--- src/design/usl_defines.svh ---
// Register map, field positions, reset values and timing for the status/loopback/baud block
`ifndef USL_DEFINES_SVH
`define USL_DEFINES_SVH
`define USL_IDX_DATA       6'h00
`define USL_IDX_LINE_CTRL  6'h03
`define USL_IDX_MODEM_CTRL 6'h04
`define USL_IDX_LINE_STAT  6'h05
`define USL_IDX_MODEM_STAT 6'h06
`define USL_IDX_SCRATCH    6'h07
`define USL_IDX_DIV_LOW    6'h08
`define USL_IDX_DIV_HIGH   6'h09
`define USL_IDX_PRESCALE   6'h0a
`define USL_MC_DTR         0
`define USL_MC_RTS         1
`define USL_MC_USER_OUT_A        2
`define USL_MC_USER_OUT_B_IRQ_EN        3
`define USL_MC_LOOP        4
`define USL_LC_PAR_EN      3
`define USL_LC_EVEN        4
`define USL_RST_DIV        16'h0001
`define USL_RST_BYTE       8'h00
`define USL_SYS_HZ         64'd40000000
`define USL_F_STD          64'd1846200
`define USL_F_115K         64'd1843200
`define USL_F_230K         64'd3686400
`define USL_F_460K         64'd7372800
`define USL_PHASE(f)       24'(((f) << 24) / `USL_SYS_HZ)
`define USL_HALF_BIT       4'h8
`define USL_MID_BIT        4'h7
`define USL_LAST_SUB       4'hf
`define USL_RESP_OKAY      2'b00
`define USL_RESP_SLVERR    2'b10
`endif

--- src/design/usl_pkg.sv ---
// Types for the status/loopback/baud block
package usl_pkg;
  typedef enum logic [2:0] {
    USL_TX_IDLE = 3'b000, USL_TX_START = 3'b001, USL_TX_DATA = 3'b010,
    USL_TX_PAR = 3'b011, USL_TX_STOP = 3'b100
  } usl_tx_st_t;
  typedef enum logic [2:0] {
    USL_RX_IDLE = 3'b000, USL_RX_START = 3'b001, USL_RX_DATA = 3'b010,
    USL_RX_PAR = 3'b011, USL_RX_STOP = 3'b100, USL_RX_BRK = 3'b101
  } usl_rx_st_t;
  typedef struct packed {
    logic       valid;
    logic [7:0] data;
    logic [2:0] err;
  } usl_push_t;
  typedef struct packed {
    logic       nonempty;
    logic       full;
    logic [2:0] head_err;
    logic       err_any;
  } usl_fifo_stat_t;
  typedef struct packed {
    logic [4:0]  modem_control;
    logic        par_en;
    logic        even;
    logic [7:0]  scratch;
    logic [15:0] div;
    logic [1:0]  presel;
    logic [23:0] acc;
    logic        pre_tick;
    logic [15:0] bcnt;
    logic        bout;
    logic        tick16;
    logic [7:0]  tx_hold_reg;
    logic        thr_full;
    usl_tx_st_t  tx_st;
    logic [3:0]  tx_sub;
    logic [2:0]  tx_bit;
    logic [7:0]  tx_sh;
    logic        tx_par;
    logic        tx_line;
    usl_rx_st_t  rx_st;
    logic [3:0]  rx_sub;
    logic [2:0]  rx_bit;
    logic [7:0]  rx_sh;
    logic        rx_par;
    logic        rx_zero;
    logic [7:0]  rx_buf;
    logic        dr;
    logic [3:0]  err;
    logic [3:0]  ms_prev;
    logic [3:0]  msd;
    usl_push_t   push;
    logic        pop;
    logic        aw_got;
    logic [5:0]  aw_idx;
    logic        w_got;
    logic [7:0]  wdata;
    logic        wstrb0;
    logic        bvalid;
    logic [1:0]  bresp;
    logic        rvalid;
    logic [7:0]  rdata;
    logic [1:0]  rresp;
  } usl_state_t;
endpackage

--- src/design/usl_serial_status.sv ---
// Loopback, line/modem status, scratch and baud divider with an AXI4-Lite slave
//
// Local design decision: the AXI4-Lite register port.
`timescale 1ns/1ps
`include "usl_defines.svh"

// Notes on behaviour
// - Loopback drives serial_out high, ignores serial_in, feeds transmitter into receiver
// - Loopback routes the four control bits to the status inputs; pins held high
// - Loopback modem events come from control bits, still gated by enables
// - Data ready sets when a character lands, clears when all data read
// - Overrun on unread buffer or full FIFO; FIFO drops the character; clear on read
// - Parity error sets on bad parity, clears on line status read
// - FIFO mode adds stored errors once their character is at head; they stay until line status read
// - Framing error sets when stop bit samples low, clears on line status read
// - After framing error without break the low stop is taken as next start bit
// - Break sets when input low for a whole character, clears on read
// - Break stores one zero character; restart needs half a bit of high
// - Any of the four errors requests a line status interrupt when enabled
// - Hold-empty sets on transfer to shifter, clears on write, requests interrupt
// - All-empty is high exactly when hold and shift registers are both empty
// - Top status bit is zero outside FIFO mode, else any error in FIFO
// - Change flags set on input change or ring trailing edge, clear on read
// - Upper modem status bits show inverted inputs, or control bits in loopback
// - Scratch is eight bits of storage with no effect on the port
// - Divider divides by sixteen-bit divisor, output sixteen times baud rate
// - Writing either divisor byte reloads the baud counter at once
// - Divisor 0 divides by 3, 1 inverts, 2 halves, else low two counts
// - System clock pre-divided to the selected reference before the divider
// - Terminal-ready and request-to-send pins are the inverted control bits outside loopback
// - Second user output enables the serial interrupt pin driver
module usl_serial_status (
  input  wire logic                 sys_clk,
  input  wire logic                 sys_rst,
  input  wire logic [7:0]           s_axi_awaddr,
  input  wire logic                 s_axi_awvalid,
  output logic                      s_axi_awready,
  input  wire logic [31:0]          s_axi_wdata,
  input  wire logic [3:0]           s_axi_wstrb,
  input  wire logic                 s_axi_wvalid,
  output logic                      s_axi_wready,
  output logic [1:0]                s_axi_bresp,
  output logic                      s_axi_bvalid,
  input  wire logic                 s_axi_bready,
  input  wire logic [7:0]           s_axi_araddr,
  input  wire logic                 s_axi_arvalid,
  output logic                      s_axi_arready,
  output logic [31:0]               s_axi_rdata,
  output logic [1:0]                s_axi_rresp,
  output logic                      s_axi_rvalid,
  input  wire logic                 s_axi_rready,
  input  wire logic                 serial_in,
  output logic                      serial_out,
  input  wire logic                 clear_to_send_n,
  input  wire logic                 set_ready_in_n,
  input  wire logic                 ring_in_n,
  input  wire logic                 carrier_in_n,
  output logic                      terminal_ready_out_n,
  output logic                      request_send_out_n,
  input  wire logic                 fifo_mode,
  input  wire usl_pkg::usl_fifo_stat_t rx_fifo,
  output usl_pkg::usl_push_t        rx_push,
  output logic                      rx_pop,
  input  wire logic [3:0]           irq_enable,
  output logic                      line_irq_req,
  output logic                      tx_hold_empty_irq_req,
  output logic                      modem_irq_req,
  input  wire logic                 serial_irq,
  output logic                      serial_irq_out,
  output logic                      serial_irq_oe,
  output logic                      baud16_out
);
  usl_pkg::usl_state_t s_ff;
  usl_pkg::usl_state_t nxt_s;
  logic                loop;
  logic                rx_in;
  logic [3:0]          ms_now;
  logic [7:0]          line_status;
  logic [7:0]          modem_status;
  logic                tx_all_empty;
  logic [15:0]         div_eff;
  logic [23:0]         phase;
  logic                rx_done;

  assign loop = s_ff.modem_control[`USL_MC_LOOP];
  assign rx_in = loop ? s_ff.tx_line : serial_in;
  assign serial_out = loop | s_ff.tx_line;
  assign terminal_ready_out_n = loop | ~s_ff.modem_control[`USL_MC_DTR];
  assign request_send_out_n = loop | ~s_ff.modem_control[`USL_MC_RTS];
  // Active-high view in MODEM_STATUS order: cts, dsr, ri, dcd
  assign ms_now = loop ? {s_ff.modem_control[`USL_MC_USER_OUT_B_IRQ_EN], s_ff.modem_control[`USL_MC_USER_OUT_A],
                          s_ff.modem_control[`USL_MC_DTR], s_ff.modem_control[`USL_MC_RTS]}
                       : ~{carrier_in_n, ring_in_n, set_ready_in_n, clear_to_send_n};
  assign modem_status = {ms_now, s_ff.msd};
  assign tx_all_empty = !s_ff.thr_full && s_ff.tx_st == usl_pkg::USL_TX_IDLE;
  assign line_status = {fifo_mode & rx_fifo.err_any, tx_all_empty, !s_ff.thr_full,
                s_ff.err, s_ff.dr};
  assign line_irq_req = irq_enable[2] & (|s_ff.err);
  assign tx_hold_empty_irq_req = irq_enable[1] & !s_ff.thr_full;
  assign modem_irq_req = irq_enable[3] & (|s_ff.msd);
  assign serial_irq_out = serial_irq;
  assign serial_irq_oe = s_ff.modem_control[`USL_MC_USER_OUT_B_IRQ_EN];
  assign div_eff = (s_ff.div == 16'h0000) ? 16'h0003 : s_ff.div;
  assign rx_push = s_ff.push;
  assign rx_pop = s_ff.pop;
  assign baud16_out = s_ff.bout;
  assign s_axi_awready = !s_ff.aw_got && !s_ff.bvalid;
  assign s_axi_wready = !s_ff.w_got && !s_ff.bvalid;
  assign s_axi_bvalid = s_ff.bvalid;
  assign s_axi_bresp = s_ff.bresp;
  assign s_axi_arready = !s_ff.rvalid;
  assign s_axi_rvalid = s_ff.rvalid;
  assign s_axi_rresp = s_ff.rresp;
  assign s_axi_rdata = {24'h000000, s_ff.rdata};

  always_comb begin
    case (s_ff.presel)
      2'b01:   phase = `USL_PHASE(`USL_F_115K);
      2'b10:   phase = `USL_PHASE(`USL_F_230K);
      2'b11:   phase = `USL_PHASE(`USL_F_460K);
      default: phase = `USL_PHASE(`USL_F_STD);
    endcase
  end

  always_comb begin
    nxt_s = s_ff;
    rx_done = 1'b0;
    nxt_s.push.valid = 1'b0;
    nxt_s.pop = 1'b0;
    // Phase accumulator gives an even-on-average reference tick from the system clock
    {nxt_s.pre_tick, nxt_s.acc} = {1'b0, s_ff.acc} + {1'b0, phase};
    nxt_s.tick16 = 1'b0;
    if (s_ff.pre_tick) begin
      if (s_ff.bcnt == 16'h0000) begin
        nxt_s.bcnt = div_eff - 16'h0001;
        nxt_s.tick16 = 1'b1;
      end else begin
        nxt_s.bcnt = s_ff.bcnt - 16'h0001;
      end
      if (div_eff == 16'h0001) begin
        nxt_s.bout = ~s_ff.bout;
      end else if (div_eff == 16'h0002) begin
        nxt_s.bout = (s_ff.bcnt == 16'h0000);
      end else begin
        nxt_s.bout = (s_ff.bcnt != 16'h0000) && (nxt_s.bcnt < div_eff - 16'h0002);
      end
    end
    // Transmitter: loads from the hold register when idle
    if (s_ff.tx_st == usl_pkg::USL_TX_IDLE) begin
      nxt_s.tx_line = 1'b1;
      if (s_ff.thr_full) begin
        nxt_s.tx_sh = s_ff.tx_hold_reg;
        nxt_s.thr_full = 1'b0;
        nxt_s.tx_par = ~s_ff.even;
        nxt_s.tx_sub = 4'h0;
        nxt_s.tx_st = usl_pkg::USL_TX_START;
      end
    end else if (s_ff.tick16) begin
      nxt_s.tx_sub = s_ff.tx_sub + 4'h1;
      case (s_ff.tx_st)
        usl_pkg::USL_TX_START: nxt_s.tx_line = 1'b0;
        usl_pkg::USL_TX_DATA:  nxt_s.tx_line = s_ff.tx_sh[0];
        usl_pkg::USL_TX_PAR:   nxt_s.tx_line = s_ff.tx_par;
        default:               nxt_s.tx_line = 1'b1;
      endcase
      if (s_ff.tx_sub == `USL_LAST_SUB) begin
        case (s_ff.tx_st)
          usl_pkg::USL_TX_START: begin
            nxt_s.tx_st = usl_pkg::USL_TX_DATA;
            nxt_s.tx_bit = 3'h0;
          end
          usl_pkg::USL_TX_DATA: begin
            nxt_s.tx_par = s_ff.tx_par ^ s_ff.tx_sh[0];
            nxt_s.tx_sh = {1'b0, s_ff.tx_sh[7:1]};
            nxt_s.tx_bit = s_ff.tx_bit + 3'h1;
            if (s_ff.tx_bit == 3'h7) begin
              nxt_s.tx_st = s_ff.par_en ? usl_pkg::USL_TX_PAR : usl_pkg::USL_TX_STOP;
            end
          end
          usl_pkg::USL_TX_PAR:   nxt_s.tx_st = usl_pkg::USL_TX_STOP;
          default:               nxt_s.tx_st = usl_pkg::USL_TX_IDLE;
        endcase
      end
    end
    // Bus write: address and data may arrive in either order
    if (s_axi_awvalid && s_axi_awready) begin
      nxt_s.aw_got = 1'b1;
      nxt_s.aw_idx = s_axi_awaddr[7:2];
    end
    if (s_axi_wvalid && s_axi_wready) begin
      nxt_s.w_got = 1'b1;
      nxt_s.wdata = s_axi_wdata[7:0];
      nxt_s.wstrb0 = s_axi_wstrb[0];
    end
    if (s_ff.bvalid && s_axi_bready) begin
      nxt_s.bvalid = 1'b0;
    end
    if (s_ff.aw_got && s_ff.w_got) begin
      nxt_s.aw_got = 1'b0;
      nxt_s.w_got = 1'b0;
      nxt_s.bvalid = 1'b1;
      nxt_s.bresp = `USL_RESP_OKAY;
      case (s_ff.aw_idx)
        `USL_IDX_DATA: begin
          if (s_ff.wstrb0) begin
            nxt_s.tx_hold_reg = s_ff.wdata;
            nxt_s.thr_full = 1'b1;
          end
        end
        `USL_IDX_LINE_CTRL: begin
          if (s_ff.wstrb0) begin
            nxt_s.par_en = s_ff.wdata[`USL_LC_PAR_EN];
            nxt_s.even = s_ff.wdata[`USL_LC_EVEN];
          end
        end
        `USL_IDX_MODEM_CTRL: if (s_ff.wstrb0) nxt_s.modem_control = s_ff.wdata[4:0];
        `USL_IDX_SCRATCH:    if (s_ff.wstrb0) nxt_s.scratch = s_ff.wdata;
        `USL_IDX_DIV_LOW: begin
          if (s_ff.wstrb0) begin
            nxt_s.div[7:0] = s_ff.wdata;
            nxt_s.bcnt = {s_ff.div[15:8], s_ff.wdata};
          end
        end
        `USL_IDX_DIV_HIGH: begin
          if (s_ff.wstrb0) begin
            nxt_s.div[15:8] = s_ff.wdata;
            nxt_s.bcnt = {s_ff.wdata, s_ff.div[7:0]};
          end
        end
        `USL_IDX_PRESCALE:   if (s_ff.wstrb0) nxt_s.presel = s_ff.wdata[1:0];
        `USL_IDX_LINE_STAT, `USL_IDX_MODEM_STAT: ;
        default:             nxt_s.bresp = `USL_RESP_SLVERR;
      endcase
    end
    // Bus read: clearing effects come first so that events below win
    if (s_ff.rvalid && s_axi_rready) begin
      nxt_s.rvalid = 1'b0;
    end
    if (s_axi_arvalid && s_axi_arready) begin
      nxt_s.rvalid = 1'b1;
      nxt_s.rresp = `USL_RESP_OKAY;
      case (s_axi_araddr[7:2])
        `USL_IDX_DATA: begin
          nxt_s.rdata = fifo_mode ? 8'h00 : s_ff.rx_buf;
          nxt_s.dr = 1'b0;
          nxt_s.pop = fifo_mode;
        end
        `USL_IDX_LINE_CTRL:  nxt_s.rdata = {3'h0, s_ff.even, s_ff.par_en, 3'h0};
        `USL_IDX_MODEM_CTRL: nxt_s.rdata = {3'h0, s_ff.modem_control};
        `USL_IDX_LINE_STAT: begin
          nxt_s.rdata = line_status;
          nxt_s.err = 4'h0;
        end
        `USL_IDX_MODEM_STAT: begin
          nxt_s.rdata = modem_status;
          nxt_s.msd = 4'h0;
        end
        `USL_IDX_SCRATCH:    nxt_s.rdata = s_ff.scratch;
        `USL_IDX_DIV_LOW:    nxt_s.rdata = s_ff.div[7:0];
        `USL_IDX_DIV_HIGH:   nxt_s.rdata = s_ff.div[15:8];
        `USL_IDX_PRESCALE:   nxt_s.rdata = {6'h00, s_ff.presel};
        default: begin
          nxt_s.rdata = 8'h00;
          nxt_s.rresp = `USL_RESP_SLVERR;
        end
      endcase
    end
    // Modem change flags, set after the clear above
    nxt_s.ms_prev = ms_now;
    for (int i = 0; i < 4; i++) begin
      if (i == 2) begin
        if (s_ff.ms_prev[i] && !ms_now[i]) nxt_s.msd[i] = 1'b1;
      end else if (s_ff.ms_prev[i] != ms_now[i]) begin
        nxt_s.msd[i] = 1'b1;
      end
    end
    // Receiver at sixteen samples per bit
    if (s_ff.tick16) begin
      nxt_s.rx_sub = s_ff.rx_sub + 4'h1;
      case (s_ff.rx_st)
        usl_pkg::USL_RX_IDLE: begin
          nxt_s.rx_sub = 4'h0;
          if (!rx_in) nxt_s.rx_st = usl_pkg::USL_RX_START;
        end
        usl_pkg::USL_RX_START: begin
          if (s_ff.rx_sub == `USL_MID_BIT) begin
            nxt_s.rx_sub = 4'h0;
            nxt_s.rx_bit = 3'h0;
            nxt_s.rx_par = ~s_ff.even;
            nxt_s.rx_zero = 1'b1;
            nxt_s.rx_st = rx_in ? usl_pkg::USL_RX_IDLE : usl_pkg::USL_RX_DATA;
          end
        end
        usl_pkg::USL_RX_DATA: begin
          if (s_ff.rx_sub == `USL_LAST_SUB) begin
            nxt_s.rx_sh = {rx_in, s_ff.rx_sh[7:1]};
            nxt_s.rx_par = s_ff.rx_par ^ rx_in;
            nxt_s.rx_zero = s_ff.rx_zero & !rx_in;
            nxt_s.rx_bit = s_ff.rx_bit + 3'h1;
            if (s_ff.rx_bit == 3'h7) begin
              nxt_s.rx_st = s_ff.par_en ? usl_pkg::USL_RX_PAR : usl_pkg::USL_RX_STOP;
            end
          end
        end
        usl_pkg::USL_RX_PAR: begin
          if (s_ff.rx_sub == `USL_LAST_SUB) begin
            nxt_s.rx_par = s_ff.rx_par ^ rx_in;
            nxt_s.rx_zero = s_ff.rx_zero & !rx_in;
            nxt_s.rx_st = usl_pkg::USL_RX_STOP;
          end
        end
        usl_pkg::USL_RX_STOP: begin
          if (s_ff.rx_sub == `USL_LAST_SUB) begin
            rx_done = 1'b1;
            nxt_s.rx_sub = 4'h0;
            nxt_s.push.err = {!rx_in && s_ff.rx_zero, !rx_in, s_ff.par_en && s_ff.rx_par};
            nxt_s.push.data = (!rx_in && s_ff.rx_zero) ? 8'h00 : s_ff.rx_sh;
            if (!rx_in && s_ff.rx_zero) begin
              nxt_s.rx_st = usl_pkg::USL_RX_BRK;
            end else if (!rx_in) begin
              // Low stop is taken as the next start, already at mid-bit
              nxt_s.rx_st = usl_pkg::USL_RX_START;
              nxt_s.rx_sub = `USL_MID_BIT;
            end else begin
              nxt_s.rx_st = usl_pkg::USL_RX_IDLE;
            end
          end
        end
        usl_pkg::USL_RX_BRK: begin
          nxt_s.rx_sub = rx_in ? s_ff.rx_sub + 4'h1 : 4'h0;
          if (rx_in && s_ff.rx_sub == `USL_HALF_BIT - 4'h1) begin
            nxt_s.rx_st = usl_pkg::USL_RX_IDLE;
          end
        end
        default: nxt_s.rx_st = usl_pkg::USL_RX_IDLE;
      endcase
    end
    // Character completion sets status after any clearing read
    if (rx_done) begin
      if (fifo_mode) begin
        if (rx_fifo.full) begin
          nxt_s.err[0] = 1'b1;
        end else begin
          nxt_s.push.valid = 1'b1;
        end
      end else begin
        if (s_ff.dr) nxt_s.err[0] = 1'b1;
        nxt_s.dr = 1'b1;
        nxt_s.rx_buf = nxt_s.push.data;
        nxt_s.err[3:1] = s_ff.err[3:1] | nxt_s.push.err;
      end
    end
    // FIFO mode: head character errors are ORed into the held flags, data ready follows occupancy
    if (fifo_mode) begin
      nxt_s.err[3:1] = nxt_s.err[3:1] | rx_fifo.head_err;
      nxt_s.dr = rx_fifo.nonempty;
    end
  end

  always_ff @(posedge sys_clk) begin
    if (sys_rst) begin
      s_ff <= '0;
      s_ff.div <= `USL_RST_DIV;
      s_ff.scratch <= `USL_RST_BYTE;
      s_ff.tx_line <= 1'b1;
      s_ff.ms_prev <= 4'h0;
    end else begin
      s_ff <= nxt_s;
    end
  end

  chk_loop_pins: assert property (@(posedge sys_clk) disable iff (sys_rst)
    loop |-> serial_out && terminal_ready_out_n && request_send_out_n)
    else $error("loopback pins not held high");
  chk_loop_msr: assert property (@(posedge sys_clk) disable iff (sys_rst)
    loop |-> modem_status[7:4] == {s_ff.modem_control[3], s_ff.modem_control[2], s_ff.modem_control[0], s_ff.modem_control[1]})
    else $error("loopback modem status mismatch");
  chk_dr_set: assert property (@(posedge sys_clk) disable iff (sys_rst)
    (rx_done && !fifo_mode) |=> s_ff.dr && s_ff.rx_buf == $past(nxt_s.rx_buf))
    else $error("data ready not set on character");
  chk_overrun_set: assert property (@(posedge sys_clk) disable iff (sys_rst)
    (rx_done && !fifo_mode && s_ff.dr) |=> s_ff.err[0])
    else $error("overrun not flagged");
  chk_lsr_clear: assert property (@(posedge sys_clk) disable iff (sys_rst)
    (s_axi_arvalid && s_axi_arready && s_axi_araddr[7:2] == `USL_IDX_LINE_STAT
     && !rx_done && !fifo_mode) |=> s_ff.err == 4'h0 && s_ff.rvalid)
    else $error("line status read did not clear errors");
  chk_tx_hold_empty_write: assert property (@(posedge sys_clk) disable iff (sys_rst)
    (s_ff.aw_got && s_ff.w_got && s_ff.wstrb0 && s_ff.aw_idx == `USL_IDX_DATA)
    |=> !line_status[5] && !line_status[6])
    else $error("hold empty not cleared by write");
  chk_msr_delta: assert property (@(posedge sys_clk) disable iff (sys_rst)
    ($changed(ms_now[0]) || $changed(ms_now[3])) |=> (s_ff.msd[0] || s_ff.msd[3]))
    else $error("modem change not flagged");
  chk_div_reload: assert property (@(posedge sys_clk) disable iff (sys_rst)
    (s_ff.aw_got && s_ff.w_got && s_ff.wstrb0 && s_ff.aw_idx == `USL_IDX_DIV_LOW)
    |=> s_ff.bcnt == s_ff.div)
    else $error("divisor write did not reload counter");
  chk_brk_hold: assert property (@(posedge sys_clk) disable iff (sys_rst)
    (s_ff.rx_st == usl_pkg::USL_RX_BRK && !rx_in) |=> s_ff.rx_st == usl_pkg::USL_RX_BRK)
    else $error("break left while line low");
  chk_irq_gate: assert property (@(posedge sys_clk) disable iff (sys_rst)
    serial_irq_oe == s_ff.modem_control[`USL_MC_USER_OUT_B_IRQ_EN])
    else $error("interrupt pin enable wrong");
  cov_loop_char: cover property (@(posedge sys_clk) disable iff (sys_rst)
    loop && rx_done);
  cov_break: cover property (@(posedge sys_clk) disable iff (sys_rst)
    s_ff.rx_st == usl_pkg::USL_RX_BRK);
  cov_frame_err: cover property (@(posedge sys_clk) disable iff (sys_rst)
    rx_done && !rx_in && !s_ff.rx_zero);
endmodule

--- config.mk ---
export PLATFORM = sky130hd
export DESIGN_NAME = usl_serial_status
export DESIGN_NICKNAME = d
export VERILOG_FILES = /design/src/design/usl_pkg.sv /design/src/design/usl_serial_status.sv
export VERILOG_INCLUDE_DIRS = /design/src /design/src/design
export SDC_FILE = /design/constraint.sdc
export NUM_CORES = 1
export LEC_CHECK = 0
export BUFFER_PORTS_ARGS = -buffer_cell sky130_fd_sc_hd__buf_2
export CORE_ASPECT_RATIO = 0.6
export CORE_UTILIZATION = 35
export DETAILED_ROUTE_END_ITERATION = 7
export PLACE_DENSITY = 0.5
export SLEW_MARGIN = 40
export SYNTH_ARGS = -nofsm -noshare
export SYNTH_HDL_FRONTEND = slang
export SYNTH_SLANG_ARGS = --single-unit
export TNS_END_PERCENT = 10
--- constraint.sdc ---
create_clock -name sys_clk -period 5.7 [get_ports sys_clk]
set_clock_uncertainty 0.2 [all_clocks]
set_input_delay 1.71 -clock sys_clk [delete_from_list [all_inputs] [get_ports sys_clk]]
set_output_delay 1.71 -clock sys_clk [all_outputs]
set_load 0.02 [all_outputs]
# Word-level counts from Yosys, hierarchy flattened
# Cells that the tools add are included.
dict set report classes {
  addsub 8
  n_reduce_logical 73
  n_bitwise 23
  magnitude_cmp 1
  eq_ne 46
  muxes 82
}
# operator count
set ops {}
lappend ops {{2-to-1 mux 16 bit} 6}
lappend ops {{one-hot mux 8 bit (9 select lines)} 1}
lappend ops {{one-hot mux 22 bit (3 select lines)} 1}
lappend ops {{equality test 6 x 3 -> 1 bit (second input constant)} 8}
lappend ops {{2-to-1 mux 11 bit} 4}
lappend ops {{equality test 6 x 4 -> 1 bit (second input constant)} 6}
lappend ops {{2-to-1 mux 3 bit} 12}
lappend ops {{zero test 16 bit} 2}
lappend ops {{one-hot mux 16 bit (2 select lines)} 1}
lappend ops {{subtractor 16 x 1 -> 16 bit (second input constant)} 2}
lappend ops {{nonzero test 2 bit} 15}
lappend ops {{2-to-1 mux 4 bit} 7}
lappend ops {{adder 24 x 24 -> 25 bit} 1}
lappend ops {{AND reduction 3 bit} 8}
lappend ops {{2-to-1 mux 1 bit} 23}
lappend ops {{2-to-1 mux 7 bit} 3}
lappend ops {{2-to-1 mux 10 bit} 2}
lappend ops {{2-to-1 mux 20 bit} 1}
lappend ops {{2-to-1 mux 18 bit} 1}
lappend ops {{2-to-1 mux 9 bit} 2}
lappend ops {{one-hot mux 3 bit (6 select lines)} 1}
lappend ops {{OR reduction 9 bit} 2}
lappend ops {{equality test 16 x 1 -> 1 bit (second input constant)} 1}
lappend ops {{equality test 16 x 2 -> 1 bit (second input constant)} 1}
lappend ops {{44 further kinds} 122}
dict set report totals {
  reg_bits 190
}

# Depth between registers and ports, before layout
# Gate-level depths: netlist (run 1).
dict set report logic_depth {
  ltp_word 13
  depth_mapped 22
  depth_no_buf 21
}

# Worst setup path before layout (run 1)
# OpenSTA, ideal clock, no wires.
dict set report synth_timing {
  kind {register -> register}
  start {reg s_ff[160] (netlist name)}
  end {reg s_ff, in the netlist baud16_out}
  arrival_ns 3.884
  required_time_ns 5.430
  period_less_slack_ns 4.154
  slack_ns 1.546
  stages_incl_launch_ff 22
  path_cell_list {dfxtp_1 -> clkbuf_1 -> inv_1 -> ha_1 -> nor3b_1 -> nand4_1 -> nand2_1 -> inv_1 -> ha_1 -> nand2b_1 -> or4_4 -> or3_4 -> a21oi_2 -> xnor2_1 -> a21oi_1 -> ha_1 -> a21oi_1 -> a21oi_1 -> nor3_1 -> o21a_1 -> o221ai_1 -> a21oi_1}
}
dict set report synth_between {
  elab_chain_cells 9
  word_cells_on_any_way 12
}
# element line
set synth_lines {}
lappend synth_lines {{start, declared} usl_serial_status.sv:73} ;# usl_pkg::usl_state_t s_ff;
lappend synth_lines {{start signal, assigned} usl_serial_status.sv:368} ;# s_ff <= nxt_s;
lappend synth_lines {{zero test 16 bit} usl_serial_status.sv:103} ;# assign div_eff = (s_ff.div == 16'h0000) ? 16'h0003 : s_ff.div;
lappend synth_lines {{2-to-1 mux 16 bit *} usl_serial_status.sv:103}
lappend synth_lines {{subtractor 16 x 1 -> 16 bit} usl_serial_status.sv:135} ;# nxt_s.bcnt = div_eff - 16'h0001;
lappend synth_lines {{2-to-1 mux 16 bit} usl_serial_status.sv:134} ;# if (s_ff.bcnt == 16'h0000) begin
lappend synth_lines {{2-to-1 mux 16 bit} usl_serial_status.sv:133} ;# if (s_ff.pre_tick) begin
lappend synth_lines {{less-than comparator 16 bit} usl_serial_status.sv:145} ;# nxt_s.bout = (s_ff.bcnt != 16'h0000) && (nxt_s.bcnt < div_eff - 16'h0002);
lappend synth_lines {{logical AND 1 bit} usl_serial_status.sv:145}
lappend synth_lines {{2-to-1 mux 1 bit} usl_serial_status.sv:142} ;# end else if (div_eff == 16'h0002) begin
lappend synth_lines {{2-to-1 mux 1 bit *} usl_serial_status.sv:140} ;# if (div_eff == 16'h0001) begin
# Every way passes the cells marked *; elsewhere a longest branch is shown, timed or not. The select of a mux whose other input is x is not followed.
# A chain may end at the register's enable or synchronous reset.

# Worst setup path after layout (run 1)
dict set report layout_timing {
  start {reg s_ff[159] (netlist name)}
  end {reg s_ff, in the netlist baud16_out}
}
# Same word-level chain as after synthesis.

==> results.cfg, run 1 <==
[outcome]
status = finished clean

[placement]
dpl.cell_count = 1805
post-place-ws_ns = 0.831
placement.io_buffers = 78
dp_hpwl_um = 24000
globalplace.congestion = 0.895
place_area_um2 = 11600

[clock_tree]
root_buffer = clkbuf_16
cts-resized-gates = 0
cts.clk_slew.worst_paths_ns = 0.08
post_cts_buffers = 0
hold_buffers = 0
clock_latency_ns = 0.46
h-tree-depth = 4
cts_num_sinks = 187
cts_buffers = 17
cts_buffer_depth = 2
cts_tree = yes

[sta]
period_share = 0.873
fmax_mhz = 201
tightest_slew_ns = 0.817
slew_headroom = 0.451
setup_violations = 0
layout_setup_ws_ns = 0.725
min_period_ns = 4.97
rsz0062_at_grt = false
drv_slew = 0
hold_violations = 0
tns_ns = 0

[floorplan]
die_w_um = 233
start_util = 0.357
ios = 139
rows = 50
die_height_um = 141
core_area_um2 = 31300
die_area_um2 = 32700

[setup_path]
end_kind = register
required_ns = 5.89
start_kind = register
cp_common_cell = ha_1
cp_cell_sequence = inv_1, ha_1, nor3b_1, nand4_1, nand2_1, inv_1, ha_1, nand2b_1, or4_4, nor4_2, nand3_1, a31oi_1, ha_1, a21oi_1, o21ai_0, nor3_1, o21a_1, o221ai_1, a21oi_1
path_class = reg2reg
cp_max_fo = 8
cp_slowest_cell = or4_4
arrival_ns = 5.17
slowest_delay_ns = 0.55

[cells_and_area]
drive_gt1_frac = 0.116
finalNetCount = 1535
final_cells = 1836
fin_area_um2 = 12200
final_util = 0.390
diodes = 0
syn2layout_area_growth_pct = 9.18

[routing]
route.vias.total = 9823
wl_per_cell_um = 17.9
via_per_inst = 5.35
drtIter0Drc = 826
wl_um = 32800
drtPass1Iterations = 5
drc = 0
drtAntennaViolNets = 0

[synthesis]
avgSynthCellArea_um2 = 7.97
ys_warn_count = 0
synth_ff_type = dfxtp_1
ys_seq_elements = 187
async_flop_share = 0
postSynthCellCount = 1405
ys_seq_area_frac = 0.334
syn_area_um2 = 11200
ys_types = 78
synth_edf_count = 0

[global_route]
grt_pass1_vias = 8925
overflow = 0
antenna_found_initial = 0
grt_max_degree = 100
grt_pass1_wl_um = 51900
grtUsageTotal = 0.205

[pwr]
total_leakage_power_nw = 5.02
switchingPower_uw = 862
p_int_mw = 2.12
swShare = 0.289
clock_power_share = 0.408
power_density_nw_per_um2 = 244
combPwrFrac = 0.122
ir_drop_v = 0.000226
power_frac_seq = 0.470

[run]
max_cap_viol_count = 0

[min_path]
hold_path.class = reg2reg
-- sequential cells by signal, indices dropped and copies added (netlist names) --
| register | cells |
|---|---|
| loop | 1 |
| baud16_out | 1 |
| rx_pop | 1 |
| s_axi_bresp | 1 |
| line_status | 5 |
| s_axi_rvalid | 1 |
| modem_status | 4 |
| rx_push | 12 |
| s_ff | 150 |
| s_axi_rresp | 1 |
| serial_irq_oe | 1 |
| s_axi_bvalid | 1 |
| s_axi_rdata | 8 |
-- cell type report --
cell class	count	area (um2)
fillers	3255	19100
multi-input cells	1066	6680
flip-flops and latches	187	3740
repair buffers	103	584
well taps	416	520
clock buffers	17	425
clock inverters	14	150
inverters	33	124
-- cells by family (layout without fill, tap and decap cells) --
logic type	after synthesis	after routing	synth area share
AO/OA/AOI/OAI	337	337	0.190
adder cells (fa/ha/maj)	51	51	0.0576
buffers and inverters	177	167	0.0789
XOR/XNOR	55	55	0.0430
other	1	26	0.000335
multiplexers	84	84	0.0797
flip-flops	187	187	0.334
AND/OR/NAND/NOR	513	513	0.216
-- critical path, delay by kind of cell, from the launching register on --
family / cells / cell delay (ns)
AOI/OAI and AO/OA: 6 / 1.00
adders and majority gates: 3 / 0.83
buffers and inverters: 2 / 0.29
DFF: 1 / 0.51
and+or+nand+nor: 8 / 2.08
-- through the flow --
| step | power (mW) | hold slack, ns |
|---|---|---|
| finish | 2.98 | 0.254 |
| global route | 3.12 | 0.280 |
| CTS | 3.01 | 0.258 |
| detailed placement | 1.79 | 0.247 |
| global placement | 1.79 | 0.242 |
| floorplan | 1.71 | 0.232 |
-- layout by cell type, fill, tap and decap left out, drive strengths merged, types with 30 or more instances in the layout --
master	count
a21oi	136
buf	103
dfxtp	187
ha	50
inv	41
mux2i	73
nand2	146
nand3	52
nor2	169
nor3	30
o21ai	53
xnor2	31
-- final timing paths --
check	from	endpoint	slack (ns)	cells past startpoint
worst max register to register	s_ff[159]$_SDFFE_PP1P_	baud16_out$_SDFFE_PP0P_	0.73	19
worst min register to register	rx_push[0]$_SDFF_PP0_	rx_push[0]$_SDFF_PP0_	0.25	2
worst max-delay path	s_ff[159]$_SDFFE_PP1P_	baud16_out$_SDFFE_PP0P_	0.73	19
worst min-delay path	rx_push[0]$_SDFF_PP0_	rx_push[0]$_SDFF_PP0_	0.25	2
-- synthesized netlist by cell type (10+ instances only) --
cell | number | share of area
a211oi_1 | 29 | 0.019
a21o_1 | 13 | 0.0087
a21oi_1 | 135 | 0.060
a22oi_1 | 22 | 0.015
and3_1 | 10 | 0.0056
buf_4 | 54 | 0.036
clkbuf_1 | 79 | 0.026
dfxtp_1 | 187 | 0.33
ha_1 | 50 | 0.056
inv_1 | 32 | 0.011
mux2i_1 | 73 | 0.065
nand2_1 | 145 | 0.049
nand2b_1 | 21 | 0.012
nand3_1 | 52 | 0.023
nand4_1 | 12 | 0.0067
nor2_1 | 169 | 0.057
nor2b_1 | 16 | 0.0089
nor3_1 | 30 | 0.013
nor4_1 | 11 | 0.0061
o21ai_0 | 52 | 0.023
or3_1 | 12 | 0.0067
xnor2_1 | 31 | 0.024
xor2_1 | 24 | 0.019
-- layer usage --
layer  wire length, um  track usage  share of wire
met4               359       0.0506          0.011
met5                 0            0              0
met1             18300        0.330           0.56
met2             12300        0.261           0.38
met3              1790       0.0462          0.055
-- power by group through the flow --
stage / sequential, mW / combinational, mW / clock, mW
after floorplan: 1.41 / 0.301 / 0
final: 1.40 / 0.363 / 1.22
after global placement: 1.43 / 0.357 / 0
after global routing: 1.41 / 0.410 / 1.30
after CTS: 1.40 / 0.364 / 1.25
after detailed placement: 1.43 / 0.362 / 0
Note: power is estimated with default switching activity, not from simulation.
==> run 2: changes to the inputs <==
--- a/config.mk
+++ b/config.mk
@@ -7,10 +7,12 @@
 export NUM_CORES = 1
 export LEC_CHECK = 0
 export BUFFER_PORTS_ARGS = -buffer_cell sky130_fd_sc_hd__buf_2
+export CELL_PAD_IN_SITES_DETAIL_PLACEMENT = 0
+export CELL_PAD_IN_SITES_GLOBAL_PLACEMENT = 1
 export CORE_ASPECT_RATIO = 0.6
 export CORE_UTILIZATION = 35
 export DETAILED_ROUTE_END_ITERATION = 7
-export PLACE_DENSITY = 0.5
+export PLACE_DENSITY = 0.64
 export SLEW_MARGIN = 40
 export SYNTH_ARGS = -nofsm -noshare
 export SYNTH_HDL_FRONTEND = slang
==> run 2 against run 1 <==
  * Combinational power increased by 2%
  * Sequential power about the same
  * Register-to-register slack better by 0.05 ns
  * Worst hold slack lost 0.0010 ns
  * Die area is the same
  * Final area rose by 0.15%
  * Highest routed layer unchanged
  * Non-clock buffer count shrank 5
==> results.cfg, run 2 (synthesized netlist as in run 1, its figures left out) <==
[floorplan]
die_w_um = 233
die_height_um = 141
ios = 139
core_area_um2 = 31300
rows = 50
start_util = 0.357
die_area_um2 = 32700

[clock_tree]
root_buffer = clkbuf_16
cts_num_sinks = 187
post_cts_buffers = 0
hold_buffers = 0
clock_latency_ns = 0.45
cts_tree = yes
h-tree-depth = 4
cts.clk_slew.worst_paths_ns = 0.08
cts_buffer_depth = 2
cts-resized-gates = 0
cts_buffers = 17

[placement]
globalplace.congestion = 0.888
placement.io_buffers = 78
post-place-ws_ns = 0.858
dpl.cell_count = 1799
dp_hpwl_um = 23900
place_area_um2 = 11600

[setup_path]
regToRegSetupSlack_ns = 0.78
slowest_delay_ns = 0.55
arrival_ns = 5.10
cp_slowest_cell = or4_4
start_kind = register
cp_common_cell = a21oi_1
path_class = reg2reg
cp_max_fo = 8
cp-startpoint = s_ff[159]$_SDFFE_PP1P_
cp_cell_sequence = inv_1, ha_1, nor3b_1, nand4_1, nand2_1, inv_1, ha_1, nand2b_1, or4_4, or3_4, a21oi_2, xnor2_1, a21oi_1, ha_1, a21oi_1, a21oi_1, nor3_1, o21a_1, o221ai_1, a21oi_1
crit_family = simple AND/OR/NAND/NOR gates
r2r_cells = 20
reg2reg_from = s_ff[159]$_SDFFE_PP1P_
end_kind = register
cp_num_buf_inv = 2
required_ns = 5.88
r2r-end = baud16_out$_SDFFE_PP0P_

[routing]
wl_per_cell_um = 18.0
drc = 0
drtAntennaViolNets = 0
route.vias.total = 9827
drtPass1Iterations = 5
wl_um = 33000
via_per_inst = 5.36
drtIter0Drc = 832

[min_path]
hp-start = rx_push[10]$_SDFF_PP0_
hold_path.class = reg2reg
holdPathEnd = rx_push[10]$_SDFF_PP0_
min_path_cells = 2

[cells_and_area]
fill_cells = 3296
final_cells = 1832
final_cell_mix = dfxtp_1, nor2_1, nand2_1
diodes = 0
drive_gt1_frac = 0.114
finalNetCount = 1530
largest_reg_flops = 150
multi_input_area_um2 = 6700
area.sequential_um2 = 3740
fin_area_um2 = 12200
final_common_cell = dfxtp_1
syn2layout_area_growth_pct = 9.35
top_register = s_ff

[global_route]
grtUsageTotal = 0.203
overflow = 0
grt_max_degree = 133
antenna_found_initial = 1
grt_pass1_wl_um = 51400
grt_pass1_vias = 8834

[pwr]
ir_drop_v = 0.000222
total_leakage_power_nw = 5.03
power_density_nw_per_um2 = 244

[sta]
tns_ns = 0
min_period_ns = 4.92
setup_violations = 0
slew_headroom = 0.510
period_share = 0.863
layout_setup_ws_ns = 0.780
rsz0062_at_grt = false
drv_slew = 0
fmax_mhz = 203
tightest_slew_ns = 0.715
hold_violations = 0

[run]
max_cap_viol_count = 0

[outcome]
status = finished clean
[run 2: changes by cell type in the layout (fill, tap and decap cells not counted), sizes merged]
| cell | delta |
|---|---|
| clkinv | +2 |
| inv | -1 |
| clkbuf | +1 |
| buf | -5 |
| clkinvlp | -1 |
[run 2: metal layers]
| metal | global-route usage | share of wire | up-vias | routed length, um |
|---|---|---|---|---|
| met4 | 0.0382 | 0.0061 | 0 | 201 |
| li1 | - | - | 4898 | - |
| met3 | 0.0436 | 0.061 | 12 | 2010 |
| met5 | 0 | 0 | - | 0 |
| met2 | 0.262 | 0.38 | 236 | 12500 |
| met1 | 0.331 | 0.55 | 4681 | 18300 |
[run 2: final cells by class]
cell class | count | area share
Clock buffer | 18 | 0.0359
Tap cell | 416 | 0.0425
Inverter | 33 | 0.0101
Sequential cell | 187 | 0.306
Multi-Input combinational cell | 1066 | 0.547
Clock inverter | 14 | 0.0109
Timing Repair Buffer | 98 | 0.0476
[run 2: power by group]
| group | total (mW) | switching [mW] | internal (mW) |
|---|---|---|---|
| registers | 1.40 | 0.0454 | 1.35 |
| clock network | 1.21 | 0.587 | 0.627 |
| logic | 0.369 | 0.220 | 0.149 |
[run 2: worst max path at each step]
| stage | slack (ns) | endpoint | depth (start not counted) |
|---|---|---|---|
| 2_1_floorplan | 1.55 | baud16_out$_SDFFE_PP0P_ | 21 |
| 3_3_place_gp | 0.84 | baud16_out$_SDFFE_PP0P_ | 20 |
| 3_5_place_dp | 0.86 | baud16_out$_SDFFE_PP0P_ | 20 |
| 4_1_cts | 0.83 | baud16_out$_SDFFE_PP0P_ | 20 |
| 5_1_grt | 0.38 | baud16_out$_SDFFE_PP0P_ | 20 |
| 6_report | 0.78 | baud16_out$_SDFFE_PP0P_ | 20 |
[run 2: tightest hold or removal path: cells and delay by family, from the launching register on]
kind	cells	cell delay, ns
compound gates	1	0.05
simple gates	1	0.05
flops	1	0.31
[run 2: stage by stage]
stage	utilization	power, mW	hold WS, ns
after floorplan	-	1.71	0.232
after global placement	0.370	1.79	0.242
after detailed placement	0.371	1.79	0.245
after CTS	0.389	3.01	0.256
after global routing	0.391	3.11	0.275
final	0.391	2.98	0.253
